[src/shared/ccd_timing_cfg.svh]
// Purpose: Constants for the fine-edge timing generator
// Assumes: Included by the package and the top timing module
// Notes: Register index times four gives the APB byte address
`ifndef CCD_TIMING_CFG_SVH
`define CCD_TIMING_CFG_SVH
// Timing core
`define STEPS_PER_PIXEL 48
`define EDGES_PER_QUAD 12
`define SYNC_DELAY_PIXELS 7
// Register indexes
`define IDX_OPERATION 8'h00
`define IDX_OUTPUT_CONTROL 8'h03
`define IDX_H1_CONTROL 8'h60
`define IDX_RG_CONTROL 8'h61
`define IDX_DRIVER_STRENGTH 8'h62
`define IDX_SAMPLE_CONTROL 8'h63
`define IDX_OUTPUT_PHASE 8'h64
`define IDX_AUX_TIMING 8'h65
`define IDX_STATUS 8'h66
// Reset values
`define RST_OPERATION 12'h004
`define RST_OUTPUT_CONTROL 6'h04
`define RST_H1_CONTROL 13'h1001
`define RST_RG_CONTROL 13'h0801
`define RST_DRIVER_STRENGTH 15'h0000
`define RST_SAMPLE_CONTROL 12'h024
`define RST_OUTPUT_PHASE 6'h00
`define RST_AUX_TIMING 7'h00
// Field positions
`define OP_CLAMP_ON 2
`define OP_CLAMP_SPEED 3
`define OP_QUICK_CLAMP 4
`define OP_BLANK_LEVEL 5
`define OP_RESTORE_BYP 8
`define OC_TRISTATE 3
`define OC_TRANSPARENT 4
`define OC_GRAY 5
`define CTL_INVERT 0
`define AUX_SYNC_EDGE 6
`endif

[src/shared/ccd_timing_pkg.sv]
// Purpose: Types and helpers for the fine-edge timing generator
// Assumes: ccd_timing_cfg.svh holds every number
// Notes: Edge codes are quadrant coded, see edge_pos
`include "ccd_timing_cfg.svh"
package ccd_timing_pkg;
    // Line sync tracker, Gray coded from IDLE to WAIT to HIT
    typedef enum logic [1:0] {
        SYNC_IDLE = 2'h0,
        SYNC_WAIT = 2'h1,
        SYNC_HIT = 2'h3
    } sync_state_t;

    typedef logic [5:0] edge_code_t;

    // Quadrant code to linear position 0..47
    function automatic logic [5:0] edge_pos(input edge_code_t c);
        edge_pos = 6'({4'h0, c[5:4]} * 6'(`EDGES_PER_QUAD))
            + {2'h0, c[3:0]};
    endfunction

    // Low nibble above 11 places no edge at all
    function automatic logic edge_ok(input edge_code_t c);
        edge_ok = c[3:0] < 4'(`EDGES_PER_QUAD);
    endfunction
endpackage

[src/shared/fine_phase_if.sv]
// Purpose: Fine phase and enable shared by the timing submodules
// Assumes: One source drives phase and ce
// Notes: phase runs 0..47 within each pixel period
interface fine_phase_if;
    logic [5:0] phase;
    logic ce;
    modport src (output phase, output ce);
    modport snk (input phase, input ce);
endinterface

[src/hdl/edge_place.sv]
// Purpose: One programmable rise/fall waveform on the fine grid
// Assumes: Codes are quadrant coded edge locations
// Notes: Rise wins when both codes land on the same step
module edge_place
    import ccd_timing_pkg::*;
(
    // Clock and reset
    input wire logic pclk,
    input wire logic presetn,
    // Fine phase
    fine_phase_if.snk tim,
    // Edge codes
    input wire edge_code_t rise_code,
    input wire edge_code_t fall_code,
    // Waveform, before polarity
    output logic level
);
    logic rise_hit;
    logic fall_hit;

    // Quadrant decode and compare
    assign rise_hit = edge_ok(rise_code)
        && (edge_pos(rise_code) == tim.phase);
    assign fall_hit = edge_ok(fall_code)
        && (edge_pos(fall_code) == tim.phase);

    // Level holds between edges
    always_ff @(posedge pclk or negedge presetn) begin
        if (!presetn) begin
            level <= 1'b0;
        end else if (tim.ce) begin
            if (rise_hit) begin
                level <= 1'b1;
            end else if (fall_hit) begin
                level <= 1'b0;
            end
        end
    end
endmodule // edge_place

[src/hdl/output_word.sv]
// Purpose: Output word blanking, coding and phase latch
// Assumes: conv_data and pre_blank come from pclk logic
// Notes: Transparent mode follows the data every step
module output_word
    import ccd_timing_pkg::*;
#(
    parameter int DATA_W = 14
) (
    // Clock and reset
    input wire logic pclk,
    input wire logic presetn,
    // Fine phase
    fine_phase_if.snk tim,
    // Control
    input wire edge_code_t latch_code,
    input wire logic transparent,
    input wire logic gray,
    input wire logic pre_blank,
    input wire logic blank_level,
    // Data
    input wire logic [DATA_W-1:0] conv_data,
    input wire logic [DATA_W-1:0] clamp_level,
    output logic [DATA_W-1:0] word
);
    logic [DATA_W-1:0] blanked;
    logic [DATA_W-1:0] coded;
    logic latch_hit;

    // Blank to zero or clamp level
    assign blanked = !pre_blank ? conv_data
        : (blank_level ? clamp_level : '0);
    assign coded = gray ? (blanked ^ (blanked >> 1)) : blanked;
    assign latch_hit = edge_ok(latch_code)
        && (edge_pos(latch_code) == tim.phase);

    // Register on the chosen step unless transparent
    always_ff @(posedge pclk or negedge presetn) begin
        if (!presetn) begin
            word <= '0;
        end else if (tim.ce && (transparent || latch_hit)) begin
            word <= coded;
        end
    end
endmodule // output_word

[src/hdl/ccd_fine_edge_timing_gen.sv]
// Purpose: Fine-edge timing generator for one CCD front-end channel
// Assumes: pclk is one fine step, so a pixel spans 48 pclk cycles
// Notes: APB slave, zero wait states, registers one word each
`include "ccd_timing_cfg.svh"
module ccd_fine_edge_timing_gen
    import ccd_timing_pkg::*;
#(
    parameter int STEPS = `STEPS_PER_PIXEL,
    parameter int DATA_W = 14,
    parameter int HCNT_W = 12
) (
    // Clock, reset, enable
    input wire logic pclk,
    input wire logic presetn,
    input wire logic clk_en,
    // APB slave
    input wire logic psel,
    input wire logic penable,
    input wire logic pwrite,
    input wire logic [11:0] paddr,
    input wire logic [31:0] pwdata,
    output logic [31:0] prdata,
    output logic pready,
    output logic pslverr,
    // Line sync pin
    input wire logic line_sync_input,
    // Front-end data and events, pclk domain
    input wire logic [DATA_W-1:0] conv_data,
    input wire logic [DATA_W-1:0] clamp_level,
    input wire logic pre_blanking,
    input wire logic optical_black_clamp,
    input wire logic gain_update,
    // CCD clocks and strobes
    output logic reset_gate_pulse,
    output logic horizontal_clock_one,
    output logic horizontal_clock_two,
    output logic horizontal_clock_three,
    output logic horizontal_clock_four,
    output logic reset_level_strobe,
    output logic data_level_strobe,
    // Driver controls, enables low while driving
    output logic [14:0] driver_current_codes,
    output logic [3:0] hclk_oe_n,
    output logic reset_gate_oe_n,
    // Data outputs
    output logic [DATA_W-1:0] data_out,
    output logic data_out_oe_n,
    // Analog front-end controls
    output logic [1:0] power_state_select,
    output logic reference_standby,
    output logic total_power_down,
    output logic clamp_active,
    output logic clamp_settling_speed,
    output logic quick_clamp_pulse,
    output logic restore_bypassed,
    // Pixel counter
    output logic [HCNT_W-1:0] pixel_count
);
    // Fine grid and edge codes are six bits wide
    if (STEPS != `STEPS_PER_PIXEL) begin : g_bad_steps
        $error("STEPS must match the six-bit quadrant edge code");
    end
    if (DATA_W < 2 || DATA_W > 30 || HCNT_W < 4 || HCNT_W > 16)
    begin : g_bad_width
        $error("DATA_W or HCNT_W out of range");
    end

    // Register file
    logic [11:0] front_end_operation;
    logic [5:0] front_end_output_control;
    logic [12:0] h1_control;
    logic [12:0] rg_control;
    logic [14:0] clock_driver_strength;
    logic [11:0] sample_control;
    logic [5:0] output_data_phase;
    logic [6:0] aux_timing;

    // APB decode
    logic [7:0] reg_idx;
    logic setup_phase;
    logic wr_en;
    logic hit_op;
    logic hit_oc;
    logic hit_h1;
    logic hit_rg;
    logic hit_drv;
    logic hit_samp;
    logic hit_phase;
    logic hit_aux;
    logic hit_status;
    logic mapped;
    logic [31:0] next_prdata;
    logic [31:0] status_word;

    // Timing core
    fine_phase_if tim ();
    logic [5:0] phase;
    logic pixel_wrap;
    logic h1_level;
    logic h3_level;
    logic rg_level;
    logic shp_hit;
    logic shd_hit;
    logic [DATA_W-1:0] word;

    // Line sync
    logic [2:0] sync_pipe;
    logic sync_level;
    logic sync_prev;
    logic sync_edge;
    sync_state_t sync_state;
    sync_state_t next_sync_state;
    logic [2:0] sync_wait;

    // Address decode, word aligned
    assign reg_idx = paddr[9:2];
    assign setup_phase = psel && !penable;
    assign wr_en = psel && penable && pready && pwrite && !pslverr;
    assign hit_op = (reg_idx == `IDX_OPERATION);
    assign hit_oc = (reg_idx == `IDX_OUTPUT_CONTROL);
    assign hit_h1 = (reg_idx == `IDX_H1_CONTROL);
    assign hit_rg = (reg_idx == `IDX_RG_CONTROL);
    assign hit_drv = (reg_idx == `IDX_DRIVER_STRENGTH);
    assign hit_samp = (reg_idx == `IDX_SAMPLE_CONTROL);
    assign hit_phase = (reg_idx == `IDX_OUTPUT_PHASE);
    assign hit_aux = (reg_idx == `IDX_AUX_TIMING);
    assign hit_status = (reg_idx == `IDX_STATUS);
    assign mapped = (paddr[11:10] == 2'h0) && (paddr[1:0] == 2'h0)
        && (hit_op || hit_oc || hit_h1 || hit_rg || hit_drv
        || hit_samp || hit_phase || hit_aux || hit_status);

    // Status shows counter, filtered sync level and sync wait
    assign status_word = {14'h0000, sync_state == SYNC_WAIT,
        sync_level, 16'(pixel_count)};

    // Read mux, narrow registers sit in the low bits
    always_comb begin
        if (hit_op) begin
            next_prdata = {20'h00000, front_end_operation};
        end else if (hit_oc) begin
            next_prdata = {26'h0000000, front_end_output_control};
        end else if (hit_h1) begin
            next_prdata = {19'h00000, h1_control};
        end else if (hit_rg) begin
            next_prdata = {19'h00000, rg_control};
        end else if (hit_drv) begin
            next_prdata = {17'h00000, clock_driver_strength};
        end else if (hit_samp) begin
            next_prdata = {20'h00000, sample_control};
        end else if (hit_phase) begin
            next_prdata = {26'h0000000, output_data_phase};
        end else if (hit_aux) begin
            next_prdata = {25'h0000000, aux_timing};
        end else if (hit_status) begin
            next_prdata = status_word;
        end else begin
            next_prdata = 32'h00000000;
        end
    end

    // Answer prepared in setup, so access phase completes at once
    always_ff @(posedge pclk or negedge presetn) begin
        if (!presetn) begin
            pready <= 1'b0;
            pslverr <= 1'b0;
            prdata <= 32'h00000000;
        end else if (clk_en) begin
            pready <= setup_phase;
            pslverr <= setup_phase && !mapped;
            if (setup_phase && !pwrite) begin
                prdata <= mapped ? next_prdata : 32'h00000000;
            end
        end
    end

    // Register writes; test bits are stored as software leaves them
    always_ff @(posedge pclk or negedge presetn) begin
        if (!presetn) begin
            front_end_operation <= `RST_OPERATION;
            front_end_output_control <= `RST_OUTPUT_CONTROL;
            h1_control <= `RST_H1_CONTROL;
            rg_control <= `RST_RG_CONTROL;
            clock_driver_strength <= `RST_DRIVER_STRENGTH;
            sample_control <= `RST_SAMPLE_CONTROL;
            output_data_phase <= `RST_OUTPUT_PHASE;
            aux_timing <= `RST_AUX_TIMING;
        end else if (clk_en && wr_en) begin
            if (hit_op) begin
                front_end_operation <= pwdata[11:0];
            end else if (hit_oc) begin
                front_end_output_control <= pwdata[5:0];
            end else if (hit_h1) begin
                h1_control <= pwdata[12:0];
            end else if (hit_rg) begin
                rg_control <= pwdata[12:0];
            end else if (hit_drv) begin
                clock_driver_strength <= pwdata[14:0];
            end else if (hit_samp) begin
                sample_control <= pwdata[11:0];
            end else if (hit_phase) begin
                output_data_phase <= pwdata[5:0];
            end else if (hit_aux) begin
                aux_timing <= pwdata[6:0];
            end
        end
    end

    // Fine step counter, one pclk per step
    assign pixel_wrap = (phase == 6'(STEPS - 1));
    always_ff @(posedge pclk or negedge presetn) begin
        if (!presetn) begin
            phase <= 6'h00;
        end else if (clk_en) begin
            phase <= pixel_wrap ? 6'h00 : phase + 6'h01;
        end
    end
    assign tim.phase = phase;
    assign tim.ce = clk_en;

    // Edge generators; H3 falls with H1, it has no fall field
    edge_place u_h1 (
        .pclk(pclk),
        .presetn(presetn),
        .tim(tim),
        .rise_code(h1_control[6:1]),
        .fall_code(h1_control[12:7]),
        .level(h1_level)
    );
    edge_place u_h3 (
        .pclk(pclk),
        .presetn(presetn),
        .tim(tim),
        .rise_code(aux_timing[5:0]),
        .fall_code(h1_control[12:7]),
        .level(h3_level)
    );
    edge_place u_rg (
        .pclk(pclk),
        .presetn(presetn),
        .tim(tim),
        .rise_code(rg_control[6:1]),
        .fall_code(rg_control[12:7]),
        .level(rg_level)
    );

    // Strobes are one fine step wide
    assign shp_hit = edge_ok(sample_control[5:0])
        && (edge_pos(sample_control[5:0]) == phase);
    assign shd_hit = edge_ok(sample_control[11:6])
        && (edge_pos(sample_control[11:6]) == phase);

    // Output flops; H2 and H4 share H1 so they never drift apart
    always_ff @(posedge pclk or negedge presetn) begin
        if (!presetn) begin
            horizontal_clock_one <= 1'b0;
            horizontal_clock_two <= 1'b1;
            horizontal_clock_three <= 1'b0;
            horizontal_clock_four <= 1'b1;
            reset_gate_pulse <= 1'b0;
            reset_level_strobe <= 1'b0;
            data_level_strobe <= 1'b0;
        end else if (clk_en) begin
            horizontal_clock_one <= h1_level
                ^ h1_control[`CTL_INVERT];
            horizontal_clock_two <= !(h1_level
                ^ h1_control[`CTL_INVERT]);
            horizontal_clock_three <= h3_level;
            horizontal_clock_four <= !(h1_level
                ^ h1_control[`CTL_INVERT]);
            reset_gate_pulse <= rg_level
                ^ rg_control[`CTL_INVERT];
            reset_level_strobe <= shp_hit;
            data_level_strobe <= shd_hit;
        end
    end

    // Driver enables, code zero means off
    always_ff @(posedge pclk or negedge presetn) begin
        if (!presetn) begin
            hclk_oe_n <= 4'hF;
            reset_gate_oe_n <= 1'b1;
        end else if (clk_en) begin
            for (int i = 0; i < 4; i++) begin
                hclk_oe_n[i] <= (clock_driver_strength[3*i +: 3]
                    == 3'h0);
            end
            reset_gate_oe_n <= (clock_driver_strength[14:12]
                == 3'h0);
        end
    end
    assign driver_current_codes = clock_driver_strength;

    // Output word path
    output_word #(.DATA_W(DATA_W)) u_word (
        .pclk(pclk),
        .presetn(presetn),
        .tim(tim),
        .latch_code(output_data_phase),
        .transparent(front_end_output_control[`OC_TRANSPARENT]),
        .gray(front_end_output_control[`OC_GRAY]),
        .pre_blank(pre_blanking),
        .blank_level(front_end_operation[`OP_BLANK_LEVEL]),
        .conv_data(conv_data),
        .clamp_level(clamp_level),
        .word(word)
    );
    assign data_out = word;

    // Front-end controls, all registered except power_state_select
    always_ff @(posedge pclk or negedge presetn) begin
        if (!presetn) begin
            data_out_oe_n <= 1'b1;
            reference_standby <= 1'b0;
            total_power_down <= 1'b0;
            clamp_active <= 1'b0;
            clamp_settling_speed <= 1'b0;
            quick_clamp_pulse <= 1'b0;
            restore_bypassed <= 1'b0;
        end else if (clk_en) begin
            data_out_oe_n <=
                front_end_output_control[`OC_TRISTATE];
            reference_standby <=
                (front_end_operation[1:0] == 2'h1);
            total_power_down <= front_end_operation[1];
            clamp_active <= optical_black_clamp
                && front_end_operation[`OP_CLAMP_ON];
            clamp_settling_speed <=
                front_end_operation[`OP_CLAMP_SPEED];
            quick_clamp_pulse <= gain_update
                && front_end_operation[`OP_QUICK_CLAMP];
            restore_bypassed <= pre_blanking
                && front_end_operation[`OP_RESTORE_BYP];
        end
    end
    assign power_state_select = front_end_operation[1:0];

    // Pin synchroniser; level moves once stages two and three agree
    always_ff @(posedge pclk or negedge presetn) begin
        if (!presetn) begin
            sync_pipe <= 3'h7;
            sync_level <= 1'b1;
            sync_prev <= 1'b1;
        end else if (clk_en) begin
            sync_pipe <= {sync_pipe[1:0], line_sync_input};
            if (sync_pipe[1] == sync_pipe[2]) begin
                sync_level <= sync_pipe[2];
            end
            sync_prev <= sync_level;
        end
    end

    // Falling edge by default, rising when selected
    assign sync_edge = aux_timing[`AUX_SYNC_EDGE]
        ? (sync_level && !sync_prev) : (!sync_level && sync_prev);

    // A new edge while waiting restarts the delay
    always_comb begin
        next_sync_state = sync_state;
        case (sync_state)
            SYNC_IDLE: begin
                if (sync_edge) begin
                    next_sync_state = SYNC_WAIT;
                end
            end
            SYNC_WAIT: begin
                if (!sync_edge && pixel_wrap
                    && sync_wait == 3'(`SYNC_DELAY_PIXELS - 1)) begin
                    next_sync_state = SYNC_HIT;
                end
            end
            SYNC_HIT: begin
                next_sync_state = sync_edge ? SYNC_WAIT : SYNC_IDLE;
            end
            default: begin
                next_sync_state = SYNC_IDLE;
            end
        endcase
    end

    // Delay counts pixel periods, then clears the pixel counter
    always_ff @(posedge pclk or negedge presetn) begin
        if (!presetn) begin
            sync_state <= SYNC_IDLE;
            sync_wait <= 3'h0;
            pixel_count <= '0;
        end else if (clk_en) begin
            sync_state <= next_sync_state;
            if (sync_edge) begin
                sync_wait <= 3'h0;
            end else if (sync_state == SYNC_WAIT && pixel_wrap) begin
                sync_wait <= sync_wait + 3'h1;
            end
            if (sync_state == SYNC_HIT) begin
                pixel_count <= '0;
            end else if (pixel_wrap) begin
                pixel_count <= pixel_count + HCNT_W'(1);
            end
        end
    end
endmodule // ccd_fine_edge_timing_gen

[config.mk]
export PLATFORM = sky130hd
export DESIGN_NAME = ccd_fine_edge_timing_gen
export DESIGN_NICKNAME = d
export VERILOG_FILES = /design/src/shared/ccd_timing_pkg.sv /design/src/shared/fine_phase_if.sv /design/src/hdl/edge_place.sv /design/src/hdl/output_word.sv /design/src/hdl/ccd_fine_edge_timing_gen.sv
export VERILOG_INCLUDE_DIRS = /design/src /design/src/shared
export SDC_FILE = /design/constraint.sdc
export NUM_CORES = 1
export LEC_CHECK = 0
export BUFFER_PORTS_ARGS = -buffer_cell sky130_fd_sc_hd__buf_2
export CORE_AREA = 2 2 136 138
export CTS_CLUSTER_SIZE = 40
export DETAILED_ROUTE_END_ITERATION = 10
export DIE_AREA = 0 0 138 140
export GPL_ROUTABILITY_DRIVEN = 0
export PLACE_DENSITY = 0.84
export RECOVER_POWER = 100
export SLEW_MARGIN = 5
export SYNTH_ARGS = -nofsm -noshare
export SYNTH_HDL_FRONTEND = slang
export SYNTH_HIERARCHICAL = 1
export SYNTH_SLANG_ARGS = --single-unit
[constraint.sdc]
create_clock -name pclk -period 3.4 [get_ports pclk]
set_input_delay 0.34 -clock pclk [delete_from_list [all_inputs] [get_ports pclk]]
set_output_delay 0.34 -clock pclk [all_outputs]
set_load 0.02 [all_outputs]
## Word level (Yosys, flattened, before mapping)

Index checks and enable logic that the tools add are counted.

| operators by class | value |
|---|---|
| div/mod/pow operators | 0 |
| reductions and logical operators | 74 |
| add/sub/neg operators | 11 |
| shift-type cells | 0 |
| equality and inequality tests | 24 |
| bitwise gates (word level) | 10 |
| order comparisons | 8 |
| mux-type cells | 28 |
| multiply operators | 8 |

Operator list:

| cell | number |
|---|---|
| 32-bit two-way mux | 4 |
| 18-bit two-way mux | 6 |
| 8-bit by 7-bit equality test with 1-bit output, second input constant | 7 |
| 6-bit by 4-bit adder with 6-bit output | 8 |
| 6-bit equality test | 8 |
| 14-bit two-way mux | 3 |
| 4-bit < comparator, second input constant | 8 |
| 2-bit by 2-bit multiplier with 4-bit output, second input constant | 8 |
| 1-bit logical AND | 27 |
| 12-bit two-way mux | 2 |
| 2-bit AND reduction | 8 |
| 3-bit logical NOT | 5 |
| 14-bit by 13-bit XOR with 14-bit output | 1 |
| 12-bit by 1-bit adder with 12-bit output, second input constant | 1 |
| 2-bit nonzero test | 5 |
| 1-bit logical OR | 9 |
| 9-bit AND reduction | 1 |
| 8-bit by 2-bit equality test with 1-bit output, second input constant | 1 |
| 1-bit logical NOT | 8 |
| 8-bit logical NOT | 1 |
| 8-bit AND reduction | 1 |
| 1-bit two-way mux | 7 |
| 1-bit inverter | 7 |
| 7-bit AND reduction | 1 |
| other kinds (19) | 26 |

| storage, ports and cells | value |
|---|---|
| input port bits | 82 |
| latch bits | 0 |
| ROM bits | 0 |
| bits in registers | 181 |
| memories kept | 0 |
| memory bits (writable) | 0 |

## Longest topological paths before layout

Gate-level depths: netlist (run 1).

| depth | value |
|---|---|
| depth in word-level cells | 12 |
| mapped depth | 10 |

## Modules after synthesis

Netlist (run 1), hierarchy kept.

By module, submodules not included:

| module | sequential area each (µm²) | area an instance (µm²) | times used | cells each |
|---|---|---|---|---|
| ccd_fine_edge_timing_gen | 3753.6 | 7701.1 | 1 | 707 |
| edge_place | 25.0 | 394.1 | 3 | 43 |
| output_word | 350.3 | 1107.3 | 1 | 97 |

## Worst setup path after synthesis (run 1)

No wires, ideal clock.

| timing path | value |
|---|---|
| path type | reg-to-reg |
| from | register output_data_phase[4] |
| to | register u_word.word[0] |
| setup slack | 900 ps |
| data required time | 3275 ps |
| clock period less this slack | 2500 ps |
| data arrival time | 2375 ps |
| cell stages (with the launch flop) | 11 |
| path through | dfrtp_1 inv_1 ha_1 inv_1 fa_1 xnor2_1 nand3_1 a211oi_2 a41o_4 buf_12 mux2_4 |

| on the way | value |
|---|---|
| cells in the longest elaborated chain, start to end | 6 |

Ends and longest elaborated chain:

| what | RTL line | text |
|---|---|---|
| start, declared | ccd_fine_edge_timing_gen.sv:75 | `logic [5:0] output_data_phase;` |
| start signal, assigned | ccd_fine_edge_timing_gen.sv:185 | `` output_data_phase <= `RST_OUTPUT_PHASE; `` |
| start signal, assigned | ccd_fine_edge_timing_gen.sv:201 | `output_data_phase <= pwdata[5:0];` |
| 2-bit by 2-bit multiplier with 4-bit output | ccd_timing_pkg.sv:17 | `` edge_pos = 6'({4'h0, c[5:4]} * 6'(`EDGES_PER_QUAD)) `` |
| 6-bit by 4-bit adder with 6-bit output | ccd_timing_pkg.sv:17 |  |
| 6-bit equality test | output_word.sv:34 | `&& (edge_pos(latch_code) == tim.phase);` |
| 1-bit logical AND | output_word.sv:34 |  |
| 1-bit logical OR | output_word.sv:40 | `end else if (tim.ce && (transparent \|\| latch_hit)) begin` |
| 1-bit logical AND | output_word.sv:40 |  |
| end signal, assigned | output_word.sv:41 | `word <= coded;` |
| end, declared | output_word.sv:23 | `output logic [DATA_W-1:0] word` |

No other way between the ends.
A chain may end at the register's enable or synchronous reset.

## Worst setup path after layout (run 1)

| timing path | value |
|---|---|
| from | input paddr[2] |
| to | register front_end_operation[1] |

| on the way | value |
|---|---|
| cells in the longest elaborated chain, start to end | 2 |

Ends and longest elaborated chain:

| what | RTL line | text |
|---|---|---|
| start, declared | ccd_fine_edge_timing_gen.sv:20 | `input wire logic [11:0] paddr,` |
| 8-bit logical NOT (no line) | -- |  |
| 2-bit AND reduction (no line) | -- |  |
| end signal, assigned | ccd_fine_edge_timing_gen.sv:179 | `` front_end_operation <= `RST_OPERATION; `` |
| end signal, assigned | ccd_fine_edge_timing_gen.sv:189 | `front_end_operation <= pwdata[11:0];` |
| end, declared | ccd_fine_edge_timing_gen.sv:69 | `logic [11:0] front_end_operation;` |

No other way between the ends.

==> impl_metrics.ini, run 1 <==
[outcome]
status = complete, but fails checks
violations = capacitance limit, slew limit

[routing]
initialDrtViolationCount = 874
wirelength_um = 27020
drt_first_pass_iters = 5
vias = 8115
wl_per_cell_um = 20.58
drc_errors = 0
viasPerCell = 6.181
postRouteAntennaNets = 0

[power_and_ir_drop]
power_leakage_nw = 5.228
ir_worst_vdd_v = 0.0004178
p_per_area_nw_per_um2 = 499.0
p_total_mw = 5.626

[synthesis]
postSynthCellCount = 933
synth_edf_count = 0
synthArstFlopShare_pct = 100.0
ys_types = 70
synthFlopType = dfrtp_1
synthesis.area_um2 = 9991
ys_seq_area_share_pct = 41.83
syn_area_per_cell_um2 = 10.71
yosys_warnings = 6
synth-seq-cells = 166

[setup_path]
r2r-end = pixel_count[11]$_DFFE_PN0P_
rr_worst_depth = 7
arrival_ns = 3.26
worstReg2RegStart = phase[0]$_DFFE_PN0P_
critPathRequiredTime_ns = 3.73
cp-startpoint = paddr[2]
reg2reg_slack_ns = 0.60
critPathLaunchType = input port
cp_max_fo = 37
worst-setup-path-type = input port to flip-flop
crit_path_end = front_end_operation[1]$_DFFE_PN0P_
worstSetupEndpointType = flip-flop

[clocking]
htree_levels = 4
clock_sinks = 166
clockBufferDepth = 2
cts_buffers = 17
cts_resized = 0
cts_tree = built
clk_pin_slew_ns = 0.07
ctsRootBufferMaster = clkbuf_16
clock_latency_ns = 0.44

[cells_and_area]
layout-drive-gt1-share_pct = 20.85
layout_commonest_cell = dfrtp_1
antenna_cells = 0
fin_nets = 1202
area_growth_pct = 12.86
final_cell_mix = 146 x dfrtp_1, 87 x mux2_2, 87 x clkbuf_1

[global_routing]
overflow = 0
first_global_vias = 8041
antenna_found_initial = 0
grt_pass1_wl_um = 42750
grt_max_degree = 69
grtUsageTotal_pct = 27.92

[timing]
slew_violations = 105
worstMarginPinSlew_ns = 1.778
clock.fmax_ghz = 0.3410
holdWs_ns = 0.1213
period_needed_ns = 2.932
setup_viol = 0
clock_skew_ns = 0.007686
rsz0062_at_grt = false
finalCritPeriodShare_pct = 86.25
finalSetupTns_ns = 0
relSlewSlack_pct = -18.55
hold_viol = 0

[floorplanning]
core_um2 = 17780
chipHeight_um = 140
rows = 49
pin_count = 178
dieArea_um2 = 19320
dieWidth_um = 138
initial_core_util_pct = 56.19

[hold_path]
hp-class = input port to flip-flop
hold_depth = 2

[run]
drv_cap = 2

[placed_design]
io_buffers = 145
dpl.hpwl_um = 19320
-- worst max-delay path: stages --
cell and delay (ns):
clkbuf_1 1.19, or2_1 0.78, nor2_4 0.15, nand2_2 0.37, mux2_2 0.39
-- worst min-delay path by stage --
stage                     from                                    to  slack (ns)
floorplan              presetn             aux_timing[0]$_DFFE_PN0P_        0.04
global placement       presetn            u_word/word[0]$_DFFE_PN0P_        0.38
detailed placement     presetn            u_word/word[0]$_DFFE_PN0P_        0.40
CTS                 pwdata[13]  driver_current_codes[13]$_DFFE_PN0P_        0.12
global route        pwdata[13]  driver_current_codes[13]$_DFFE_PN0P_        0.11
finish              pwdata[14]  driver_current_codes[14]$_DFFE_PN0P_        0.12
-- logic make-up (layout without fill, tap and decap cells) --
group	after synthesis	count (layout)	synth area share (%)
simple gates	248	248	13.20
compound gates	166	166	11.53
flops	166	166	41.83
mux	114	114	13.39
xor+xnor	97	97	8.503
buf+inv	92	229	4.696
fa+ha+maj	49	49	6.813
other cells	1	15	0.03753
-- report_power, final --
| group | internal (mW) | switching [mW] | total, mW |
|---|---|---|---|
| sequential | 2.17 | 0.116 | 2.29 |
| combinational | 0.476 | 0.782 | 1.26 |
| clock | 1.24 | 0.845 | 2.08 |
| total | 3.88 | 1.74 | 5.63 |
-- metal layers --
layer  GRT usage (%)  wire (um)
met5               0          0
met4           12.84       1106
met3           6.496       2357
met2           44.87      12770
met1           36.21      10790
-- timing repair --
action / CTS / global route
buffers inserted: 0 / 0
hold buffers: 1 / 0
endpoints found under the hold margin: 55 / 0
-- layout make-up --
cell class,instances,area [um^2]
Timing Repair Buffer,162,748.2
Sequential cell,166,4179
Clock buffer,18,429.2
Inverter,35,133.9
Tap cell,229,286.5
Clock inverter,14,198.9
Fill cell,1463,6504
Multi-Input combinational cell,689,5300
-- Yosys cell counts (12+ instances only) --
| library cell | n | area share (%) |
|---|---|---|
| dfrtp_1 | 146 | 37 |
| mux2_2 | 89 | 10 |
| nand2_1 | 68 | 2.6 |
| xnor2_1 | 51 | 4.5 |
| xor2_1 | 46 | 4.0 |
| ha_1 | 40 | 5.0 |
| a21oi_1 | 37 | 1.9 |
| inv_1 | 33 | 1.2 |
| nand3_1 | 29 | 1.5 |
| o21ai_0 | 29 | 1.5 |
| nor2_1 | 27 | 1.0 |
| nand2b_1 | 24 | 1.5 |
| a22oi_1 | 23 | 1.7 |
| dfstp_2 | 20 | 5.3 |
| buf_4 | 19 | 1.4 |
| nor2b_1 | 19 | 1.2 |
| mux2_4 | 17 | 2.6 |
| buf_2 | 15 | 0.75 |
| clkbuf_1 | 15 | 0.56 |
| nor3_1 | 15 | 0.75 |
| nand4_1 | 12 | 0.75 |
| o22ai_1 | 12 | 0.75 |
-- sequential cells by signal, indices dropped and copies added, names as in the netlist, 2 cells and up --
name / cells
aux_timing: 7
driver_current_codes: 15
front_end_operation: 12
front_end_output_control: 6
h1_control: 13
hclk_oe_n: 4
output_data_phase: 6
phase: 6
pixel_count: 12
prdata: 17
rg_control: 13
sample_control: 12
sync_pipe: 3
sync_state: 2
sync_wait: 3
u_word/word: 14
-- metrics by stage --
step / setup WS [ns] / area, um^2 / utilization (%) / cells
2_1_floorplan: 0.8995 / 10040 / - / 947
3_3_place_gp: 0.7417 / 10860 / 61.08 / 1280
3_5_place_dp: 0.6886 / 10860 / 61.08 / 1280
4_1_cts: 0.6697 / 11500 / 64.67 / 1313
5_1_grt: 0.2818 / 11280 / 63.42 / 1313
6_report: 0.4675 / 11280 / 63.42 / 1313
No activity file was read; power rests on OpenSTA's default activity.
==> inputs of run 2 (changes only) <==
ABC_AREA = 1   (was not set)
CORE_AREA = 2 2 138 140   (was 2 2 136 138)
DIE_AREA = 0 0 140 142   (was 0 0 138 140)
REMOVE_ABC_BUFFERS = 1   (was not set)
==> run 2 against run 1 <==
  * Highest routed layer unchanged
  * The run still ends with capacitance limit, slew limit left
  * Power increased by 1.5%
  * Sequential cell count did not move
  * Register-to-register slack improved by 0.03 ns
  * Count of clock-buffer cells in the layout is 4 higher
  * Largest power group unchanged
  * Combinational power hardly changed
  * Synthesized cell count up 52%
  * Critical path depth rose by 10
  * Clock power decreased by 2%
  * Die area up 2.9%
  * Worst hold slack better by 0.0024 ns
==> impl_metrics.ini, run 2 <==
[global_routing]
grt_pass1_wl_um = 44950
first_global_vias = 9180
grtUsageTotal_pct = 28.34
overflow = 0
grt_max_degree = 73
antenna_found_initial = 1

[cells_and_area]
fill_cells = 1569
largest_reg_flops = 17
area_growth_pct = 12.88
regMostFlops = prdata
layout_commonest_cell = nand2_1
seqCellArea_um2 = 4179
multi_input_area_um2 = 5134
fin_nets = 1684
layout-drive-gt1-share_pct = 11.11
utilization_pct = 63.39
final_cell_mix = 489 x nand2_1, 197 x inv_1, 146 x dfrtp_1

[setup_path]
arrival_ns = 3.09
critPathLaunchType = flip-flop
cp_max_fo = 15
critPathRequiredTime_ns = 3.72
worst-setup-path-type = flip-flop to flip-flop
worstSetupEndpointType = flip-flop

[placed_design]
io_buffers = 145
dpl.hpwl_um = 20090
post-place-ws_ns = 0.9508

[routing]
viasPerCell = 5.504
drt_first_pass_iters = 9
wirelength_um = 27760
initialDrtViolationCount = 899
vias = 9913
drc_errors = 0
postRouteAntennaNets = 0
wl_per_cell_um = 15.41

[clocking]
clk_pin_slew_ns = 0.06
ctsRootBufferMaster = clkbuf_16
clockBufferDepth = 2
post_cts_buffers = 0
cts_tree = built
clock_latency_ns = 0.44
clock_sinks = 166
cts_buffers = 17
htree_levels = 4

[synthesis]
synth_fa_ha_area_share_pct = 6.568
ys_types = 45
synth_most_common_cell = nand2_1
synth-seq-cells = 166
synth_compound_area_share_pct = 10.43
ys_seq_area_share_pct = 40.32
synthFlopType = dfrtp_1
synth_xor_area_share_pct = 2.366
yosys.area.top_type = dfrtp_1
synthMuxAreaShare_pct = 0.1087
yosys-top-cells-count = 486 x nand2_1, 196 x inv_1, 146 x dfrtp_1
syn_area_per_cell_um2 = 7.298
yosysTopAreaCellShare_pct = 35.25
synth_area_leaders = dfrtp_1 35%, nand2_1 18%, inv_1 7.1%
synthesis.area_um2 = 10360
synth_top_family_by_area = simple AND/OR/NAND/NOR gates
synthArstFlopShare_pct = 100.0
postSynthCellCount = 1420
synth_edf_count = 0
yosys_warnings = 6
yosys.area_share.simple_pct = 29.69

[outcome]
violations = capacitance limit, slew limit
status = complete, but fails checks

[timing]
holdWs_ns = 0.1237
rsz0062_at_grt = false
finalSetupTns_ns = 0
clock.fmax_ghz = 0.3615
finalCritPeriodShare_pct = 81.36
worstMarginPinSlew_ns = 1.783
relSlewSlack_pct = -18.89
clock_skew_ns = 0.005484
setup_viol = 0
hold_viol = 0
period_needed_ns = 2.766
worst_slack_ns = 0.6338
slew_violations = 72

[floorplanning]
dieArea_um2 = 19880
pin_count = 178
core_um2 = 18460
rows = 50
chipHeight_um = 142
dieWidth_um = 140
initial_core_util_pct = 56.16

[hold_path]
hp-class = input port to flip-flop

[power_and_ir_drop]
p_total_mw = 5.711
ir_worst_vdd_v = 0.0003494
p_per_area_nw_per_um2 = 488.2
power_leakage_nw = 6.171

[run]
drv_cap = 1
==> run 2: changes by cell type after synthesis, sizes merged, moves of 12 or more <==
| cell | delta |
|---|---|
| o21ai | +94 |
| o22ai | +12 |
| mux2 | -105 |
| xor2 | -33 |
| nand2b | -24 |
| xnor2 | -36 |
| nand2 | +431 |
| nor2b | -20 |
| inv | +170 |
| a22oi | -23 |
| nand3 | +57 |
| or2 | +13 |
| nor2 | +62 |
==> run 2: cell families (layout without fill, tap and decap cells) <==
| kind of cell | Yosys count | after routing |
|---|---|---|
| DFF | 166 | 166 |
| other | 1 | 16 |
| buffers and inverters | 259 | 391 |
| xor gates and xnor gates | 28 | 28 |
| AOI/OAI and AO/OA | 192 | 192 |
| muxes | 1 | 1 |
| adders and majority gates | 49 | 49 |
| and+or+nand+nor | 724 | 724 |
==> run 2: final timing paths <==
path	slack (ns)	cells after the start	endpoint	startpoint
max in group asynchronous	1.04	3	h1_control[5]$_DFFE_PN0P_	presetn
max reg2reg	0.63	15	u_word/word[11]$_DFFE_PN0P_	output_data_phase[4]$_DFFE_PN0P_
min in group asynchronous	0.92	2	sync_wait[1]$_DFFE_PN0P_	presetn
min	0.12	3	sync_pipe[0]$_DFFE_PN1P_	line_sync_input
min reg2reg	0.47	2	data_out_oe_n$_DFFE_PN1P_	data_out_oe_n$_DFFE_PN1P_
max	0.63	15	u_word/word[11]$_DFFE_PN0P_	output_data_phase[4]$_DFFE_PN0P_
==> run 2: cell type report <==
cell class	count	area share (%)
Multi-Input combinational cell	1009	43.88
Sequential cell	166	35.72
Inverter	205	6.578
Timing Repair Buffer	154	5.989
Clock buffer	22	4.053
Tap cell	234	2.503
Clock inverter	10	1.251
Antenna cell	1	0.02139
==> run 2: routing by layer <==
metal | track usage [%] | vias up | share of wire, %
li1 | - | 4706 | -
met1 | 36.78 | 4676 | 41
met2 | 46.67 | 452 | 48
met3 | 4.913 | 79 | 7.6
met4 | 13.50 | 0 | 3.7
met5 | 0 | - | 0
==> run 2: metrics by stage <==
stage | std cells | area [um^2]
floorplan | 1380 | 10100
global placement | 1767 | 11200
detailed placement | 1767 | 11200
CTS | 1800 | 11830
global route | 1801 | 11700
finish | 1801 | 11700
==> run 2: timing repair <==
| action | CTS | global route |
|---|---|---|
| endpoints found under the hold margin | 57 | 0 |
| resized for setup | 0 | 0 |
| hold buffers | 1 | 0 |
==> run 2: worst max-delay path, stage by stage (launching register included) <==
cell	delay [ns]
dfrtp_1	0.43
inv_1	0.07
ha_1	0.28
inv_1	0.06
fa_1	0.51
inv_1	0.05
nand2_1	0.05
nand2_1	0.06
nor2_1	0.09
nand2_1	0.05
nor2_1	0.08
nand2_1	0.13
nand2_4	0.19
nand2_1	0.33
nand2_1	0.20
nand2_1	0.07
==> run 2: power breakdown <==
group	internal [mW]	switching, mW
Clock	1.22	0.814
Combinational	0.403	0.831
Sequential	2.15	0.292
